===== config.mk =====
export PLATFORM = sky130hd
export DESIGN_NAME = gsli_top
export DESIGN_NICKNAME = d
export VERILOG_FILES = /design/src/logic/gsli_pkg.sv /design/src/logic/gsli_top.sv
export VERILOG_INCLUDE_DIRS = /design/src /design/src/logic
export SDC_FILE = /design/constraint.sdc
export NUM_CORES = 1
export LEC_CHECK = 0
export ABC_AREA = 1
export BUFFER_PORTS_ARGS = -buffer_cell sky130_fd_sc_hd__buf_4
export CAP_MARGIN = 25
export CORE_MARGIN = 10
export CORE_UTILIZATION = 50
export DETAILED_ROUTE_END_ITERATION = 16
export HOLD_SLACK_MARGIN = 0.06
export MAX_ROUTING_LAYER = met4
export PLACE_DENSITY_LB_ADDON = 0.2
export SYNTH_ARGS = -nofsm -noshare
export SYNTH_HDL_FRONTEND = slang
export SYNTH_SLANG_ARGS = --single-unit

===== constraint.sdc =====
create_clock -name clk -period 8.7 [get_ports clk]
set_input_delay 0.87 -clock clk [delete_from_list [all_inputs] [get_ports clk]]
set_output_delay 0.87 -clock clk [all_outputs]
set_load 0.1 [all_outputs]

===== src/logic/gsli_map.svh =====
// Constants for the status LED pad block: counts, codes and field positions.
// ----------------------------------------------------------------------------
// Summary of operation
// - Input pad reports externally driven level
// - Output pad drives push-pull both ways
// - Indicator low when off, high unregistered
// - Registered idle: one second on, two off
// - Connecting: same one on, two off blink
// - Power saving: indicator follows paging wakeups
// - Converter samples, holds, yields ten-bit word
// - Read command 1,2 returns millivolts
// - Input read returns level at read time
// ----------------------------------------------------------------------------
`ifndef GSLI_MAP_SVH
`define GSLI_MAP_SVH
`define GSLI_NPADS        10
`define GSLI_CLK_HZ       20000000
`define GSLI_SEC_CYC      (`GSLI_CLK_HZ / 1)
`define GSLI_TICK_W       26
`define GSLI_ON_SEC       1
`define GSLI_OFF_SEC      2
`define GSLI_ADC_W        10
`define GSLI_MV_W         11
`define GSLI_FULL_MV      1800
`define GSLI_PROD_W       22
`define GSLI_CFG_PIN      4'h1
`define GSLI_CFG_DIR      2'h0
`define GSLI_CFG_ALT      2'h2
`define GSLI_ADC_CH       2'h1
`define GSLI_ADC_FMT      2'h2
`define GSLI_PAD_STAT     0
`endif


===== src/logic/gsli_pkg.sv =====
// Types shared by the status LED pad block.
package gsli_pkg;
   typedef enum logic [2:0] {GSLI_OFF, GSLI_UNREG, GSLI_IDLE, GSLI_PSAVE, GSLI_CONN} gsli_net_e;
   typedef enum logic [1:0] {GSLI_PAD_IN, GSLI_PAD_OUT, GSLI_PAD_ALT} gsli_mode_e;
   typedef struct packed {
      logic       valid;
      logic [3:0] pin;
      logic [1:0] dir;
      logic [1:0] val;
   } gsli_cfg_s;
   typedef struct packed {
      logic       valid;
      logic [1:0] chan;
      logic [1:0] fmt;
   } gsli_adcreq_s;
endpackage


===== src/logic/gsli_top.sv =====
// Pad logic with network status indicator and single converter read path.
`timescale 1ns/1ns
`include "gsli_map.svh"
module gsli_top
(
   // Clock and reset.
   input  wire logic                      clk,
   input  wire logic                      rst_b,
   // Pad configuration and access.
   input  wire logic [`GSLI_NPADS-1:0]    pad_out_en_cfg,
   input  wire logic [`GSLI_NPADS-1:0]    pad_wr_val,
   input  wire logic                      pad_rd_req,
   output logic [`GSLI_NPADS-1:0]         pad_rd_val_q,
   output logic                           pad_rd_ack_q,
   // Pads.
   input  wire logic [`GSLI_NPADS-1:0]    pad_i,
   output logic [`GSLI_NPADS-1:0]         pad_o,
   output logic [`GSLI_NPADS-1:0]         pad_oe,
   // Indicator enable command and network state.
   input  wire gsli_pkg::gsli_cfg_s       cfg_cmd,
   input  wire gsli_pkg::gsli_net_e       net_state,
   input  wire logic                      paging_wake,
   output logic                           stat_alt_en_q,
   // Converter.
   input  wire gsli_pkg::gsli_adcreq_s    adc_cmd,
   input  wire logic [`GSLI_ADC_W-1:0]    analog_input_one,
   output logic [`GSLI_ADC_W-1:0]         adc_code_q,
   output logic [`GSLI_MV_W-1:0]          adc_mv_q,
   output logic                           adc_done_q,
   output logic                           adc_busy_q
);
   import gsli_pkg::*;

   localparam int ON_CYC  = `GSLI_ON_SEC * `GSLI_SEC_CYC;
   localparam int PER_CYC = (`GSLI_ON_SEC + `GSLI_OFF_SEC) * `GSLI_SEC_CYC;

   // ------------------------------------------------------------------------
   // Indicator enable
   // ------------------------------------------------------------------------
   // alternate function enable
   always_ff @(posedge clk)
   begin
      if (!rst_b)
         stat_alt_en_q <= 1'b0;
      else if (cfg_cmd.valid && cfg_cmd.pin == `GSLI_CFG_PIN && cfg_cmd.dir == `GSLI_CFG_DIR)
         stat_alt_en_q <= (cfg_cmd.val == `GSLI_CFG_ALT);
   end

   // ------------------------------------------------------------------------
   // Blink timebase
   // ------------------------------------------------------------------------
   logic [`GSLI_TICK_W-1:0] tick_q;
   always_ff @(posedge clk)
   begin
      if (!rst_b)
         tick_q <= '0;
      else if (tick_q == `GSLI_TICK_W'(PER_CYC - 1))
         tick_q <= '0;
      else
         tick_q <= tick_q + `GSLI_TICK_W'(1);
   end

   logic blink_on;
   assign blink_on = (tick_q < `GSLI_TICK_W'(ON_CYC));

   // In power saving, a paging wakeup lights the indicator for one on-phase.
   logic [`GSLI_TICK_W-1:0] wake_cnt_q;
   always_ff @(posedge clk)
   begin
      if (!rst_b)
         wake_cnt_q <= '0;
      else if (paging_wake)
         wake_cnt_q <= `GSLI_TICK_W'(ON_CYC);
      else if (wake_cnt_q != '0)
         wake_cnt_q <= wake_cnt_q - `GSLI_TICK_W'(1);
   end

   logic stat_lvl;
   always_comb
   begin
      case (net_state)
         GSLI_OFF:   stat_lvl = 1'b0;
         GSLI_UNREG: stat_lvl = 1'b1;
         GSLI_IDLE:  stat_lvl = blink_on;
         GSLI_CONN:  stat_lvl = blink_on;
         GSLI_PSAVE: stat_lvl = (wake_cnt_q != '0);
         default:    stat_lvl = 1'b0;
      endcase
   end

   // ------------------------------------------------------------------------
   // Pads
   // ------------------------------------------------------------------------
   genvar g;
   generate
      for (g = 0; g < `GSLI_NPADS; g++)
      begin : g_pad
         always_ff @(posedge clk)
         begin
            if (!rst_b)
            begin
               pad_o[g]  <= 1'b0;
               pad_oe[g] <= 1'b0;
            end
            else if (g == `GSLI_PAD_STAT && stat_alt_en_q)
            begin
               pad_o[g]  <= stat_lvl;
               pad_oe[g] <= 1'b1;
            end
            else
            begin
               pad_o[g]  <= pad_wr_val[g];
               pad_oe[g] <= pad_out_en_cfg[g];
            end
         end
      end
   endgenerate

   always_ff @(posedge clk)
   begin
      if (!rst_b)
      begin
         pad_rd_val_q <= '0;
         pad_rd_ack_q <= 1'b0;
      end
      else
      begin
         pad_rd_ack_q <= pad_rd_req;
         if (pad_rd_req)
            pad_rd_val_q <= (pad_i & ~pad_oe) | (pad_o & pad_oe);
      end
   end

   // ------------------------------------------------------------------------
   // Converter
   // ------------------------------------------------------------------------
   logic [`GSLI_ADC_W-1:0] hold_q;
   logic                   scale_q;
   logic [`GSLI_PROD_W-1:0] prod;
   assign prod = `GSLI_PROD_W'(hold_q) * `GSLI_PROD_W'(`GSLI_FULL_MV);

   always_ff @(posedge clk)
   begin
      if (!rst_b)
      begin
         hold_q     <= '0;
         scale_q    <= 1'b0;
         adc_busy_q <= 1'b0;
      end
      else
      begin
         scale_q    <= 1'b0;
         adc_busy_q <= 1'b0;
         if (adc_cmd.valid && adc_cmd.chan == `GSLI_ADC_CH && adc_cmd.fmt == `GSLI_ADC_FMT && !adc_busy_q)
         begin
            hold_q     <= analog_input_one;
            scale_q    <= 1'b1;
            adc_busy_q <= 1'b1;
         end
      end
   end

   always_ff @(posedge clk)
   begin
      if (!rst_b)
      begin
         adc_code_q <= '0;
         adc_mv_q   <= '0;
         adc_done_q <= 1'b0;
      end
      else
      begin
         adc_done_q <= scale_q;
         if (scale_q)
         begin
            adc_code_q <= hold_q;
            adc_mv_q   <= prod[`GSLI_ADC_W+`GSLI_MV_W-1:`GSLI_ADC_W];
         end
      end
   end
endmodule


Word-level counts from Yosys, hierarchy flattened
Cells that the tools add are included.

cells by class
  reduce and logical (&&, ||, !) cells = 12
  add/sub/neg operators = 2
  $mul = 1
  bitwise logic cells = 5
  $lt $le $gt $ge = 1
  equality and inequality tests = 9
  multiplexer cells = 6

operator list
  operator                                              count
  two-way mux 25 bit                                    2
  adder 26 x 1 -> 26 bit, second input constant         1
  equality test 26 bit, second input constant           1
  < comparator 26 x 25 -> 1 bit, second input constant  1
  nonzero test 26 bit                                   1
  subtractor 26 x 1 -> 26 bit, second input constant    1
  bitwise AND 10 bit                                    2
  multiplier 10 x 8 -> 18 bit, second input constant    1
  inverter 10 bit                                       1
  OR 10 bit                                             1
  equality test 3 x 2 -> 1 bit, second input constant   2
  OR reduction 2 bit                                    3
  logical AND 1 bit                                     5
  equality test 2 bit, second input constant            2
  equality test 4 x 1 -> 1 bit, second input constant   1
  equality test 3 x 1 -> 1 bit, second input constant   1
  equality test 3 bit, second input constant            1
  two-way mux 1 bit                                     3
  one-hot mux 1 bit (3 select lines)                    1
  equality test 2 x 1 -> 1 bit, second input constant   1
  zero test 2 bit                                       1
  nonzero test 2 bit                                    1
  zero test 1 bit                                       1
  inverter 1 bit                                        1

word-level totals
  register bits = 117
  bits of input ports = 61
  logic and storage cells = 67
  output and inout port bits = 55

Longest topological paths before layout
  word-level depth = 5
  depth in mapped cells = 17
  depth with buffers taken out = 17

Worst setup path before layout
Ideal clock, no wire load.

  kind = reg-to-reg
  from = reg hold_q[1]
  to = reg adc_mv_q[8]
  setup time = 109 ps
  clock period less this slack = 3237 ps
  path buffers = 0
  data arrival time = 3128 ps
  slack = 5463 ps
  required time = 8591 ps
  cell stages (with the launch flop) = 17
  cells stage by stage = dfxtp_1 -> inv_1 -> fa_1 -> inv_1 -> ha_1 -> fa_1 -> ha_1 -> inv_1 -> fa_1 -> inv_1 -> nand3_1 -> nand3_1 -> nand4_1 -> nand3_1 -> nand3_1 -> nand2_1 -> inv_1

between the ends
  word-level cells in the longest chain between the ends = 1

ends and longest elaborated chain
  element                                       line             text
  from (decl)                                   gsli_top.sv:137  logic [`GSLI_ADC_W-1:0] hold_q;
  from (signal assigned)                        gsli_top.sv:156  hold_q <= analog_input_one;
  multiplier 10 x 8 -> 18 bit (no source line)  --
  to (signal assigned)                          gsli_top.sv:177  adc_mv_q <= prod[`GSLI_ADC_W+`GSLI_MV_W-1:`GSLI_ADC_W];
  to (decl)                                     gsli_top.sv:28   output logic [`GSLI_MV_W-1:0] adc_mv_q,

No other way between the ends.
A chain may end at the register's enable or synchronous reset.

Worst setup path in the final report
Same ends and word-level chain as after synthesis.

==> run_results.csv <==
group,metric,value,unit
sta,hold_slack,0.471,ns
final_layout,final_cell_mix,"nand2_1 (204), nor2_1 (136), dfxtp_1 (117)",
sta,final-hold-violation-count,0,
run,maxCapViolations,0,
sta,slew_violations,0,
worst_setup_path,worst-path-max-fanout,3,
logic_synthesis,synthArstFlopShare,0,
routing,avgRoutedWirePerCell,13.3,um
cts,clock_latency,0.42,ns
sta,tns,0,ns
worst_setup_path,required,9.02,ns
routing,ant_nets,0,
place,port_buffers,115,
logic_synthesis,synth_top_cell_area_share,0.367,
sta,min_period,3.48,ns
die,die_area,17700,um^2
final_layout,final_common_cell,"nand2_1",
cts,cts_tree,"built",
final_layout,fin_nets,1119,
die,initial_core_util,0.508,
cts,ctsRootBufferMaster,"clkbuf_16",
sta,worst_slew_pin_slew,0.699,ns
cts,cts.path.max_buffers,2,
global_route,grt_usage,0.187,
routing,vias,5816,
global_route,grt_pass1_wl,26500,um
logic_synthesis,synth_warnings,0,
pwr,powerDensity,198,nW/um^2
routing,routed_via_density,4.90,
logic_synthesis,syn_area_per_cell,7.20,um^2
final_layout,fill_cells,1156,
die,ios,116,
logic_synthesis,seq_area_frac_synth,0.367,
place,placedCellCount,1156,
routing,firstDrtPassIters,5,
global_route,grt_pass1_vias,5659,
final_layout,fin_cells,1187,
die,core_area,12600,um^2
cts,cts_resized,0,
sta,maxSlewHeadroom,0.533,
routing,drc,0,
cts,cts_buffers,17,
logic_synthesis,syn_area,6380,um^2
logic_synthesis,synth_top_area_cell,"dfxtp_1",
global_route,antenna_found_initial,0,
cts,postCtsSetupBuffers,0,
global_route,grt_remaining_overflow,0,
worst_setup_path,worst_setup_path_start_kind,"flop",
cts,clock-sinks,117,
worst_setup_path,path_class,"reg2reg",
logic_synthesis,synthTopCellsByArea,"dfxtp_1 (37%), nand2_1 (12%), ha_1 (8.4%)",
logic_synthesis,synthDistinctLibCells,31,
logic_synthesis,synth_ff_type,"dfxtp_1",
logic_synthesis,synth-edff-count,0,
cts,ctsHoldBuffers,0,
logic_synthesis,synthesis.nets,1003,
die,die_x,133,um
place,gp_congestion,0.949,
worst_setup_path,arrival,3.79,ns
cts,htree_levels,4,
pwr,worst_ir_drop_vdd,0.000135,V
die,row_count,41,
place,place_hpwl,11900,um
pwr,power,1.59,mW
status,status,"complete, no violations",
logic_synthesis,syn_inst,887,
routing,wl,15800,um
worst_setup_path,end_kind,"flop",
logic_synthesis,ys_ff_latch,117,
sta,clock_skew,0.00590,ns
cts,clkSlewWorstSetupHoldPaths,0.06,ns
sta,setup_viol,0,
final_layout,antennaDiodeCount,0,
pwr,total_leakage_power,3.96,nW
sta,rsz0062_at_grt,"no",
sta,fin_crit_sh,0.400,
final_layout,area_delta_synth_final,25.6,%
final_layout,drive_above_1_share,0.169,
global_route,grt_max_degree,59,
sta,fmax,288,MHz
die,die_h,133,um
hold_path,min_path_type,"reg2reg",
routing,drtIter0Drc,330,
==> per-stage QoR <==
step                      worst slack (ns)  cell area [um^2]   util
after floorplan                       5.46              6380      -
after global placement                5.32              7370  0.587
after detailed placement              5.26              7370  0.587
after CTS                             5.22              8020  0.638
after global routing                  5.03              8020  0.638
final                                 5.22              8020  0.638
==> synth_stat cells (2+ instances only) <==
library cell,count
inv_2,5
nor2_2,5
buf_2,2
a21oi_1,56
nand4_1,11
o21ai_0,46
nor2_1,136
xor2_1,17
nand3b_1,7
a31oi_1,10
dfxtp_1,117
nor2_8,2
nor2_4,2
nand2_2,3
clkbuf_1,13
xnor2_1,16
nand3_1,40
ha_1,43
nor3_1,12
buf_6,3
nand2_1,204
inv_1,113
or2_2,3
nand2_4,3
fa_1,12
==> logic make-up (layout without fill, tap and decap cells) <==
| group | after synthesis | count (layout) | synth area share |
|---|---|---|---|
| DFF | 117 | 117 | 0.367 |
| AOI/OAI and AO/OA | 113 | 113 | 0.0909 |
| and+or+nand+nor | 431 | 431 | 0.290 |
| xor gates and xnor gates | 33 | 33 | 0.0453 |
| buffers and inverters | 138 | 266 | 0.0854 |
| adders and majority gates | 55 | 55 | 0.122 |
==> area by class of cell <==
class	instances	area, um^2	share of cell area
inverters	119	449	0.0560
well taps	172	215	0.0268
repair buffers	116	871	0.109
clock inverters	12	203	0.0253
clock buffers	19	443	0.0552
flip-flops and latches	117	2340	0.292
multi-input cells	632	3500	0.436
==> registers in the layout (all words and copies together), names as in the netlist <==
name           count
pad_o             10
stat_alt_en_q      1
tick_q            26
hold_q            10
pad_rd_val_q      10
pad_rd_ack_q       1
adc_code_q        10
pad_oe            10
adc_mv_q          11
wake_cnt_q        26
adc_done_q         1
scale_q            1
==> worst max-delay path, cell delays in order (launching register included) <==
cell     delay (ns)
dfxtp_1        0.37
inv_1          0.10
fa_1           0.54
inv_1          0.04
ha_1           0.31
fa_1           0.46
ha_1           0.31
inv_1          0.06
fa_1           0.47
inv_1          0.11
nand3_1        0.07
nand3_1        0.14
nand4_1        0.12
nand3_1        0.09
nand3_1        0.07
nand2_1        0.07
inv_1          0.03
==> per-layer routing <==
metal  track usage  part of all wire  up-vias
met5             -                 0        -
met1         0.219              0.46     2590
met3        0.0553             0.059       34
met4        0.0636             0.020        0
met2         0.300              0.47      153
li1              -                 -     3039
==> power breakdown <==
part / internal, mW / switching, mW
logic: 0.0795 / 0.170
clock network: 0.514 / 0.252
registers: 0.557 / 0.0187
==> final timing paths <==
check                                           endpoint  cells after the start  slack [ns]              startpoint
worst min-delay path               tick_q[25]$_SDFF_PP0_                      2        0.47   tick_q[25]$_SDFF_PP0_
worst max register to register  adc_mv_q[8]$_SDFFE_PN0P_                     16        5.22  hold_q[1]$_SDFFE_PN0P_
worst max-delay path            adc_mv_q[8]$_SDFFE_PN0P_                     16        5.22  hold_q[1]$_SDFFE_PN0P_
worst min register to register     tick_q[25]$_SDFF_PP0_                      2        0.47   tick_q[25]$_SDFF_PP0_
No activity file was read; power rests on OpenSTA's default activity.
